<file path="config.mk">
export PLATFORM = sky130hd
export DESIGN_NAME = cqef_top
export DESIGN_NICKNAME = d
export VERILOG_FILES = /design/src/inc/cqef_pkg.sv /design/src/design/cqef_top.sv /design/src/design/cqef_flag_bank.sv
export SDC_FILE = /design/constraint.sdc
export NUM_CORES = 1
export LEC_CHECK = 0
export ABC_AREA = 0
export BUFFER_PORTS_ARGS = -buffer_cell sky130_fd_sc_hd__buf_2
export CELL_PAD_IN_SITES_DETAIL_PLACEMENT = 1
export CELL_PAD_IN_SITES_GLOBAL_PLACEMENT = 1
export CORE_MARGIN = 8
export CORE_UTILIZATION = 38
export DETAILED_ROUTE_END_ITERATION = 10
export PLACE_DENSITY_LB_ADDON = 0.1
export SETUP_SLACK_MARGIN = 0.2
export SKIP_CTS_REPAIR_TIMING = 1
export SYNTH_ARGS = -nofsm -noshare
export SYNTH_HDL_FRONTEND = slang
export SYNTH_SLANG_ARGS = --single-unit
</file>
<file path="constraint.sdc">
create_clock -name i_clk -period 3.6 [get_ports i_clk]
set_clock_uncertainty 0.05 [all_clocks]
set_input_delay 0.18 -clock i_clk [delete_from_list [all_inputs] [get_ports i_clk]]
set_output_delay 0.18 -clock i_clk [all_outputs]
set_load 0.05 [all_outputs]
</file>
<file path="src/inc/cqef_pkg.sv">
// Constants for the queue event flag block of the CAN FD controller.
// Assumes one 10 MHz controller clock and a plain strobe register port.
package cqef_pkg;

	// ****************************************************************
	// Bus and register widths
	// ****************************************************************
	localparam int CQEF_ADDR_W = 16;
	localparam int CQEF_DATA_W = 32;
	localparam int CQEF_FLAG_W = 16;
	localparam int CQEF_LINE_W = 2;

	// ****************************************************************
	// Register offsets (byte addresses, one word each)
	// ****************************************************************
	localparam logic [15:0] CQEF_OFS_FLAGS = 16'h1050;
	localparam logic [15:0] CQEF_OFS_ENABLE = 16'h1054;
	localparam logic [15:0] CQEF_OFS_LINE_SEL = 16'h1058;
	localparam logic [15:0] CQEF_OFS_LINE_EN = 16'h105C;

	// ****************************************************************
	// Reset values
	// ****************************************************************
	localparam logic [15:0] CQEF_FLAGS_RST = 16'h0000;
	localparam logic [15:0] CQEF_ENABLE_RST = 16'h0000;
	localparam logic [15:0] CQEF_LINE_SEL_RST = 16'h0000;
	localparam logic [1:0] CQEF_LINE_EN_RST = 2'h0;
	localparam logic [15:0] CQEF_COND_RST = 16'hFFFF;
	localparam logic [31:0] CQEF_RD_ZERO = 32'h00000000;

	// ****************************************************************
	// Flag bit positions
	// ****************************************************************
	localparam int CQEF_B_TXEVENT_LOST = 15;
	localparam int CQEF_B_TXEVENT_FULL = 14;
	localparam int CQEF_B_TXEVENT_LEVEL = 13;
	localparam int CQEF_B_TXEVENT_NEW = 12;
	localparam int CQEF_B_TX_QUEUE_EMPTY = 11;
	localparam int CQEF_B_TX_CANCEL_DONE = 10;
	localparam int CQEF_B_TX_DONE = 9;
	localparam int CQEF_B_PRIORITY_MSG = 8;
	localparam int CQEF_B_RXQ1_LOST = 7;
	localparam int CQEF_B_RXQ1_FULL = 6;
	localparam int CQEF_B_RXQ1_LEVEL = 5;
	localparam int CQEF_B_RXQ1_NEW = 4;
	localparam int CQEF_B_RXQ0_LOST = 3;
	localparam int CQEF_B_RXQ0_FULL = 2;
	localparam int CQEF_B_RXQ0_LEVEL = 1;
	localparam int CQEF_B_RXQ0_NEW = 0;

	// Line enable bits
	localparam int CQEF_B_LINE_FIRST = 0;
	localparam int CQEF_B_LINE_SECOND = 1;

	// Address match, used for every register decode
	function automatic logic cqef_hit(input logic [15:0] addr, input logic [15:0] ofs);
		cqef_hit = (addr == ofs);
	endfunction

endpackage

</file>
<file path="src/design/cqef_top.sv">
// Lower half of the interrupt flag register of the CAN FD controller,
// with its enable, line select and line enable registers.
// Assumes event inputs come from the Tx handler, Rx handler and FIFO logic
// on the same clock; level inputs are held by that logic for as long as true.
`timescale 1ns/10ps

module cqef_top
	import cqef_pkg::*;
#(
	parameter int ADDR_W = CQEF_ADDR_W,
	parameter int DATA_W = CQEF_DATA_W
) (
	// Clock and reset
	input wire logic i_clk,
	input wire logic i_rst,
	// Register port
	input wire logic [ADDR_W-1:0] i_addr,
	input wire logic [DATA_W-1:0] i_wr_data,
	input wire logic i_wr_en,
	input wire logic i_rd_en,
	output logic [DATA_W-1:0] o_rd_data,
	// Tx event FIFO
	input wire logic i_txevent_lost,
	input wire logic i_txevent_write_try,
	input wire logic i_txevent_size_zero,
	input wire logic i_txevent_full,
	input wire logic i_txevent_level,
	input wire logic i_txevent_new,
	// Tx FIFO and transmission status
	input wire logic i_tx_queue_empty,
	input wire logic i_tx_cancel_done,
	input wire logic i_tx_done,
	input wire logic i_priority_msg,
	// Rx FIFO 1
	input wire logic i_rxq1_lost,
	input wire logic i_rxq1_write_try,
	input wire logic i_rxq1_size_zero,
	input wire logic i_rxq1_full,
	input wire logic i_rxq1_level,
	input wire logic i_rxq1_new,
	// Rx FIFO 0
	input wire logic i_rxq0_lost,
	input wire logic i_rxq0_write_try,
	input wire logic i_rxq0_size_zero,
	input wire logic i_rxq0_full,
	input wire logic i_rxq0_level,
	input wire logic i_rxq0_new,
	// Interrupt lines and flag view
	output logic o_irq_line_first,
	output logic o_irq_line_second,
	output logic [CQEF_FLAG_W-1:0] o_flags
);

	// ****************************************************************
	// Declarations
	// ****************************************************************
	logic [CQEF_FLAG_W-1:0] flags;
	logic [CQEF_FLAG_W-1:0] flag_set;
	logic [CQEF_FLAG_W-1:0] flag_clr;
	logic [CQEF_FLAG_W-1:0] cond_now;
	logic [CQEF_FLAG_W-1:0] cond_q;
	logic [CQEF_FLAG_W-1:0] cond_rise;
	logic [CQEF_FLAG_W-1:0] enable_q;
	logic [CQEF_FLAG_W-1:0] enable_d;
	logic [CQEF_FLAG_W-1:0] line_sel_q;
	logic [CQEF_FLAG_W-1:0] line_sel_d;
	logic [CQEF_LINE_W-1:0] line_en_q;
	logic [CQEF_LINE_W-1:0] line_en_d;
	logic [DATA_W-1:0] rd_data_q;
	logic [DATA_W-1:0] rd_data_d;
	logic irq_first_q;
	logic irq_first_d;
	logic irq_second_q;
	logic irq_second_d;
	logic hit_flags;
	logic hit_enable;
	logic hit_line_sel;
	logic hit_line_en;
	logic wr_flags;
	logic wr_enable;
	logic wr_line_sel;
	logic wr_line_en;
	logic txevent_lost_evt;
	logic rxq1_lost_evt;
	logic rxq0_lost_evt;
	logic [CQEF_FLAG_W-1:0] armed;
	logic [CQEF_FLAG_W-1:0] to_first;
	logic [CQEF_FLAG_W-1:0] to_second;

	// ****************************************************************
	// Address decode
	// ****************************************************************

	// Only the low sixteen address bits carry the map
	assign hit_flags = cqef_hit(i_addr[CQEF_ADDR_W-1:0], CQEF_OFS_FLAGS);
	assign hit_enable = cqef_hit(i_addr[CQEF_ADDR_W-1:0], CQEF_OFS_ENABLE);
	assign hit_line_sel = cqef_hit(i_addr[CQEF_ADDR_W-1:0], CQEF_OFS_LINE_SEL);
	assign hit_line_en = cqef_hit(i_addr[CQEF_ADDR_W-1:0], CQEF_OFS_LINE_EN);

	// Write strobes per register
	assign wr_flags = i_wr_en & hit_flags;
	assign wr_enable = i_wr_en & hit_enable;
	assign wr_line_sel = i_wr_en & hit_line_sel;
	assign wr_line_en = i_wr_en & hit_line_en;

	// ****************************************************************
	// Condition edge detection
	// ****************************************************************

	// Level conditions that set a flag when they first become true;
	// pulse-type positions stay low here and take the direct path below
	always_comb begin
		cond_now = '0;
		cond_now[CQEF_B_TXEVENT_FULL] = i_txevent_full;
		cond_now[CQEF_B_TXEVENT_LEVEL] = i_txevent_level;
		cond_now[CQEF_B_TX_QUEUE_EMPTY] = i_tx_queue_empty;
		cond_now[CQEF_B_RXQ1_FULL] = i_rxq1_full;
		cond_now[CQEF_B_RXQ1_LEVEL] = i_rxq1_level;
		cond_now[CQEF_B_RXQ0_FULL] = i_rxq0_full;
		cond_now[CQEF_B_RXQ0_LEVEL] = i_rxq0_level;
	end

	// History resets high: a queue empty at reset does not raise a flag
	always_ff @(posedge i_clk) begin
		if (i_rst) begin
			cond_q <= CQEF_COND_RST;
		end else begin
			cond_q <= cond_now;
		end
	end

	// Rise seen in the very cycle the condition appears
	assign cond_rise = cond_now & ~cond_q;

	// ****************************************************************
	// Loss events
	// ****************************************************************

	// A write into a zero-size queue counts as a lost element
	assign txevent_lost_evt = i_txevent_lost | (i_txevent_write_try & i_txevent_size_zero);
	assign rxq1_lost_evt = i_rxq1_lost | (i_rxq1_write_try & i_rxq1_size_zero);
	assign rxq0_lost_evt = i_rxq0_lost | (i_rxq0_write_try & i_rxq0_size_zero);

	// ****************************************************************
	// Flag set vector
	// ****************************************************************

	// Tx event FIFO and transmit group
	assign flag_set[CQEF_B_TXEVENT_LOST] = txevent_lost_evt;
	assign flag_set[CQEF_B_TXEVENT_FULL] = cond_rise[CQEF_B_TXEVENT_FULL];
	assign flag_set[CQEF_B_TXEVENT_LEVEL] = cond_rise[CQEF_B_TXEVENT_LEVEL];
	assign flag_set[CQEF_B_TXEVENT_NEW] = i_txevent_new;
	assign flag_set[CQEF_B_TX_QUEUE_EMPTY] = cond_rise[CQEF_B_TX_QUEUE_EMPTY];
	assign flag_set[CQEF_B_TX_CANCEL_DONE] = i_tx_cancel_done;
	assign flag_set[CQEF_B_TX_DONE] = i_tx_done;
	assign flag_set[CQEF_B_PRIORITY_MSG] = i_priority_msg;

	// Rx FIFO 1 group
	assign flag_set[CQEF_B_RXQ1_LOST] = rxq1_lost_evt;
	assign flag_set[CQEF_B_RXQ1_FULL] = cond_rise[CQEF_B_RXQ1_FULL];
	assign flag_set[CQEF_B_RXQ1_LEVEL] = cond_rise[CQEF_B_RXQ1_LEVEL];
	assign flag_set[CQEF_B_RXQ1_NEW] = i_rxq1_new;

	// Rx FIFO 0 group
	assign flag_set[CQEF_B_RXQ0_LOST] = rxq0_lost_evt;
	assign flag_set[CQEF_B_RXQ0_FULL] = cond_rise[CQEF_B_RXQ0_FULL];
	assign flag_set[CQEF_B_RXQ0_LEVEL] = cond_rise[CQEF_B_RXQ0_LEVEL];
	assign flag_set[CQEF_B_RXQ0_NEW] = i_rxq0_new;

	// ****************************************************************
	// Flag storage
	// ****************************************************************

	// Write one to clear; writing zero leaves a flag alone
	assign flag_clr = wr_flags ? i_wr_data[CQEF_FLAG_W-1:0] : '0;

	// Sticky bank, set wins over a clear in the same cycle
	cqef_flag_bank #(
		.WIDTH(CQEF_FLAG_W),
		.RST_VAL(CQEF_FLAGS_RST)
	) u_flag_bank (
		.i_clk(i_clk),
		.i_rst(i_rst),
		.i_set(flag_set),
		.i_clr(flag_clr),
		.o_flags(flags)
	);

	// ****************************************************************
	// Control registers
	// ****************************************************************

	// Next values of the software-owned registers
	assign enable_d = wr_enable ? i_wr_data[CQEF_FLAG_W-1:0] : enable_q;
	assign line_sel_d = wr_line_sel ? i_wr_data[CQEF_FLAG_W-1:0] : line_sel_q;
	assign line_en_d = wr_line_en ? i_wr_data[CQEF_LINE_W-1:0] : line_en_q;

	// Enable, line select and line enable storage
	always_ff @(posedge i_clk) begin
		if (i_rst) begin
			enable_q <= CQEF_ENABLE_RST;
			line_sel_q <= CQEF_LINE_SEL_RST;
			line_en_q <= CQEF_LINE_EN_RST;
		end else begin
			enable_q <= enable_d;
			line_sel_q <= line_sel_d;
			line_en_q <= line_en_d;
		end
	end

	// ****************************************************************
	// Interrupt routing
	// ****************************************************************

	// A disabled flag still records, it just stays off the lines
	assign armed = flags & enable_q;
	assign to_first = armed & ~line_sel_q;
	assign to_second = armed & line_sel_q;

	// Each line also needs its own master enable
	assign irq_first_d = (|to_first) & line_en_q[CQEF_B_LINE_FIRST];
	assign irq_second_d = (|to_second) & line_en_q[CQEF_B_LINE_SECOND];

	// Registered lines; one cycle behind the flags, glitch free
	always_ff @(posedge i_clk) begin
		if (i_rst) begin
			irq_first_q <= 1'b0;
			irq_second_q <= 1'b0;
		end else begin
			irq_first_q <= irq_first_d;
			irq_second_q <= irq_second_d;
		end
	end

	// ****************************************************************
	// Read path
	// ****************************************************************

	// Upper bits read zero; unmapped addresses read zero
	always_comb begin
		rd_data_d = CQEF_RD_ZERO;
		if (hit_flags) begin
			rd_data_d[CQEF_FLAG_W-1:0] = flags;
		end else if (hit_enable) begin
			rd_data_d[CQEF_FLAG_W-1:0] = enable_q;
		end else if (hit_line_sel) begin
			rd_data_d[CQEF_FLAG_W-1:0] = line_sel_q;
		end else if (hit_line_en) begin
			rd_data_d[CQEF_LINE_W-1:0] = line_en_q;
		end
	end

	// Data stand only in the cycle after the read strobe
	always_ff @(posedge i_clk) begin
		if (i_rst) begin
			rd_data_q <= CQEF_RD_ZERO;
		end else if (i_rd_en) begin
			rd_data_q <= rd_data_d;
		end else begin
			rd_data_q <= CQEF_RD_ZERO;
		end
	end

	// ****************************************************************
	// Outputs
	// ****************************************************************
	assign o_rd_data = rd_data_q;
	assign o_irq_line_first = irq_first_q;
	assign o_irq_line_second = irq_second_q;
	assign o_flags = flags;

endmodule

</file>
<file path="src/design/cqef_flag_bank.sv">
// Bank of sticky flags: hardware sets, software clears.
// Assumes set and clear vectors are synchronous to the one clock.
`timescale 1ns/10ps

module cqef_flag_bank #(
	parameter int WIDTH = 16,
	parameter logic [WIDTH-1:0] RST_VAL = '0
) (
	// Clock and reset
	input wire logic i_clk,
	input wire logic i_rst,
	// Set and clear requests
	input wire logic [WIDTH-1:0] i_set,
	input wire logic [WIDTH-1:0] i_clr,
	// Flag state
	output logic [WIDTH-1:0] o_flags
);

	logic [WIDTH-1:0] flags_q;
	logic [WIDTH-1:0] flags_d;

	// Set beats clear so an event in the clearing cycle survives
	assign flags_d = (flags_q & ~i_clr) | i_set;

	// Flags hold until cleared
	always_ff @(posedge i_clk) begin
		if (i_rst) begin
			flags_q <= RST_VAL;
		end else begin
			flags_q <= flags_d;
		end
	end

	assign o_flags = flags_q;

endmodule

</file>
# --- Word-level counts from Yosys, hierarchy flattened ---
# Cells that the tools add are included.
word_totals:
  ff_bits: 99
  latch_bits: 0
  ram_bits: 0
  mem_bits_ro: 0
  out_inout_bits: 50
  elab_cells: 46
  n_memories: 0
op_classes:
  add_sub_neg: 0
  multipliers: 0
  div: 0
  n_lt_le_gt_ge: 0
  eq_ne: 4
  shifts: 0
  mux: 7
  bitwise: 22
  reduce_logical: 3
op_table:
  columns: ["cell", "count"]
  rows:
  - ["$and A16 B16 Y16", 4]
  - ["$eq A16 B13 Y1 const B", 4]
  - ["$mux W16", 3]
  - ["$not A16 Y16", 2]
  - ["$reduce_or A16 Y1", 2]
  - ["$or A16 B16 Y16", 1]
  - ["$and A15 B15 Y15", 1]
  - ["$not A15 Y15", 1]
  - ["$mux W14", 1]
  - ["$mux W13", 1]
  - ["$and A1 B1 Y1", 9]
  - ["$mux W2", 2]
  - ["$or A1 B1 Y1", 3]
  - ["$reduce_or A2 Y1", 1]
  - ["$not A1 Y1", 1]

# --- Logic depth before layout (Yosys ltp) ---
depth:
  ltp_word: 6
  mapped_depth: 6
  ltp_nobuf: 4

# --- Cells and area by module ---
# A second synthesis with hierarchy kept.
hier_totals:
  cells_unflattened: 400
  hier_area_um2: 3726.1
by_module_without_submodules:
  columns: ["mod", "instances", "cells_per_inst", "area_per_inst_um2", "seq_area_each_um2"]
  rows:
  - ["cqef_top", 1, 334, 3096.7, 1181.1]
  - ["cqef_flag_bank", 1, 66, 629.4, 320.3]

# --- Least setup slack after synthesis ---
# No wires, ideal clock.
synth_timing:
  path_kind: "input to register"
  start: "input port i_addr[8]"
  end: "register rd_data_q[0], in the netlist o_rd_data[0]"
  setup_time_ns: 0.103
  t_arrival_ns: 1.320
  path_slack_ns: 2.126
  path_stages: 5
  cell_sequence: "nor4b_4 nand4_1 or3b_1 buf_6 a2111oi_2"
synth_via:
  elab_chain_cells: 5
  elab_cells_between_ends: 8
  classes_between: "eq/ne (4); mux (4)"
synth_lines:
  columns: ["item", "line_no", "source"]
  rows:
  - ["start, declared", "cqef_top.sv:17", "input wire logic [ADDR_W-1:0] i_addr,"]
  - ["$eq A16 B13 Y1", "cqef_pkg.sv:57", "cqef_hit = (addr == ofs);"]
  - ["$mux W2", "cqef_top.sv:248", "end else if (hit_line_en) begin"]
  - ["$mux W2", "cqef_top.sv:246", "end else if (hit_line_sel) begin"]
  - ["$mux W16", "cqef_top.sv:244", "end else if (hit_enable) begin"]
  - ["$mux W16 *", "cqef_top.sv:242", "if (hit_flags) begin"]
  - ["end signal, assigned", "cqef_top.sv:258", "rd_data_q <= rd_data_d;"]
  - ["end, declared", "cqef_top.sv:69", "logic [DATA_W-1:0] rd_data_q;"]
# Mark *: on every way between the ends. The rest lies on a longest branch, timed or not.
# A chain may end at the register's enable or synchronous reset.

# --- Final worst setup path ---
layout_timing:
  start: "input port i_addr[3]"
  end: "register line_sel_q[3]"
layout_via:
  elab_chain_cells: 2
layout_lines:
  columns: ["item", "line_no", "source"]
  rows:
  - ["$eq A16 B13 Y1", "cqef_pkg.sv:57", null]
  - ["$and A1 B1 Y1", "cqef_top.sv:103", "assign wr_line_sel = i_wr_en & hit_line_sel;"]
  - ["end signal, assigned", "cqef_top.sv:206", "line_sel_q <= line_sel_d;"]
  - ["end, declared", "cqef_top.sv:65", "logic [CQEF_FLAG_W-1:0] line_sel_q;"]
# No other way between the ends.

==> metrics.md <==
| Metric | Value |
|---|---|
| Status | completed |
| Fin worst setup slack | 1.90 ns |
| RSZ-0062 raised after global routing | false |
| Largest net degree at the start of global routing | 61 |
| DR pass1 iterations | 4 |
| Total routed wirelength | 10.9 mm |
| Count of input and output buffers | 91 |
| PwrDens | 433 nW/um^2 |
| GR Overflow Total | 0 |
| CTS tree | done |
| Nets | 582 |
| Worst Path Required | 3.82 ns |
| Ys Warns | 0 |
| Number of synthesized flops with an enable pin | 0 |
| Slowest-stage cell, CP | nor2b_2 |
| Tmin final | 1.70 ns |
| Fmax | 587 MHz |
| Layout cells sized above 1 | 0.244 |
| Pre-CTS setup slack | 1.51 ns |
| Crit-path max FO | 24 |
| Tot Pwr | 1.79 mW |
| Inst Count DP | 597 |
| Post-place instance area | 3840 um^2 |
| H-Tree Depth | 3 |
| Clock slew seen by the registers of the worst setup and hold paths | 0.07 ns |
| HP Class | input pin to flop |
| Area leader, netlist | dfxtp_1 |
| Count of cell types in the netlist | 32 |
| Max-cap viol count | 0 |
| Area occupied by multi-input gates | 1680 um^2 |
| Vias in the first global route | 3,415 |
| Final core utilization | 0.473 |
| GP Congestion | 0.771 |
| Worst setup EP type | flop |
| Die H | 111 um |
| Sequential element share of the synthesized area | 0.441 |
| Total inserted antenna cells | 0 |
| WP data arrival | 1.93 ns |
| Synth Instances | 423 |
| Max incr delay on CP | 0.68 ns |
| Max VDD drop | 0.211 mV |
| Initial Utilization | 0.390 |
| Initial antenna violation count | 0 |
| Placement row count | 34 |
| Clock latency on the worst-skew pair | 0.35 ns |
| Global-route wire length before repair | 17.9 mm |
| Area Growth Syn to Fin | 21.3% |
| Post-Syn Area per Cell | 8.05 um^2 |
| Startpoint types | input pin |
| Core area | 8720 um^2 |
| Post-synth top area share | 0.441 |
| Netlist Area Pre-Place | 3400 um^2 |
| Final Setup Violations | 0 |
| Register area | 1500 um^2 |
| Finished Cell Area | 4130 um^2 |
| Vias per inst | 5.31 |
| Final std cells w/o fill | 621 |
| Longest Clk Path Bufs | 2 |
| CTS Buf Count | 9 |
| Synth top cells by count | dfxtp_1 (75), a21oi_1 (65), nand3_1 (49), o21ai_0 (48), nor2_1 (35) |
| Clk root buf | clkbuf_8 |
| Die area | 12,200 um^2 |
| Hold Vio Cnt, Final | 0 |
| Top-count cell post-synth | dfxtp_1 |
| Final HPWL DP | 7.58 mm |
| Worst slew margin | 0.514 |
| Worst path cell trace | buf_2 -> nor2b_2 -> buf_4 -> nand3_1 -> a21oi_1 |
| Period utilization | 0.474 |
| I/O Pins | 124 |
| Synth top area cells | dfxtp_1 (44%), a21oi_1 (9.6%), nand3_1 (7.2%) |
| Slew Limit Fails | 0 |
| Top FF cell, synth | dfxtp_1 |
| Worst slew pin tran | 0.729 ns |
| CTS sink count | 75 |
| Starting DRT DRC Count | 121 |
| Final ANT Viol Nets | 0 |
| Vias | 3,298 |
| Kind of critical path | input pin to flop |
| Asr flop ratio synth | 0 |
| Drt wl/cell | 17.5 um |
| All-Layer GR Usage | 0.176 |
| Flop and latch count out of synthesis | 75 |
| Setup TNS | 0 ns |
| WHS | 0.00710 ns |
| Die W | 111 um |
| Leak | 1.67 nW |
| Fillers | 1,111 |
| Residual DRC | 0 |
where the power goes:
part	switching [mW]	leakage [nW]	internal (mW)
Combinational	0.157	0.953	0.0634
Sequential	0.0171	0.610	0.845
Clock	0.318	0.110	0.386
layer usage:
layer	global-route usage	wire, um	vias to the layer above
li1	-	-	1623
met1	0.220	5010	1588
met2	0.291	5240	75
met3	0.0422	516	12
met4	0.0568	127	0
met5	0	0	-
flip-flops by register name, indices dropped and copies added, names as in the netlist:
register             count
o_rd_data               16
o_irq_line_second        1
u_flag_bank.o_flags     16
line_en_q                2
o_irq_line_first         1
line_sel_q              16
cond_q                   7
enable_q                16
cells in the final DEF (no fill, tap or decap), drive strengths merged:
cell,Yosys,layout
clkbuf,20,10
dlygate4sd3,0,8
o22ai,6,6
dfxtp,75,75
and4,1,1
o2111ai,1,1
clkinv,0,4
nand4,6,6
nand3b,3,3
mux2i,18,18
bufinv,0,2
o21ai,48,48
nand2b,13,13
conb,1,16
or2,7,7
or3b,1,1
a31oi,1,1
nand3,49,49
and4bb,1,1
buf,26,97
a2111oi,2,2
nor4,4,4
a21oi,65,65
nor4b,1,1
nor2,35,35
nand2,29,29
nor3,1,1
nor2b,2,2
inv,6,6
nor3b,1,1
kinds of logic (layout without fill, tap and decap cells):
| kind of cell | after synthesis | in the layout | synth area share |
|---|---|---|---|
| AOI/OAI and AO/OA | 123 | 123 | 0.190 |
| buffers and inverters | 52 | 127 | 0.0824 |
| DFF | 75 | 75 | 0.441 |
| muxes | 18 | 18 | 0.0529 |
| and+or+nand+nor | 154 | 154 | 0.232 |
| other | 1 | 16 | 0.00110 |
cell type report:
type	instances	area share
clock buffer	10	0.0309
timing repair buffer	105	0.141
clock inverter	6	0.0194
multi-input combinational	311	0.407
inverter	6	0.00546
sequential	75	0.364
tap	108	0.0327
critical path: cells and delay by family:
kind / cells / cell delay [ns]
AOI/OAI and AO/OA: 1 / 0.17
buffers and inverters: 2 / 0.77
and+or+nand+nor: 2 / 0.78
worst paths after layout:
kind                              to             start  depth (start not counted)  slack, ns
max                    line_sel_q[3]         i_addr[3]                          5       1.90
min          u_flag_bank.o_flags[10]  i_tx_cancel_done                          3      0.007
max reg2reg         o_irq_line_first     line_sel_q[3]                          4       2.35
min reg2reg   u_flag_bank.o_flags[6]         cond_q[6]                          2       0.44
Power figures use the tool's default switching activity.
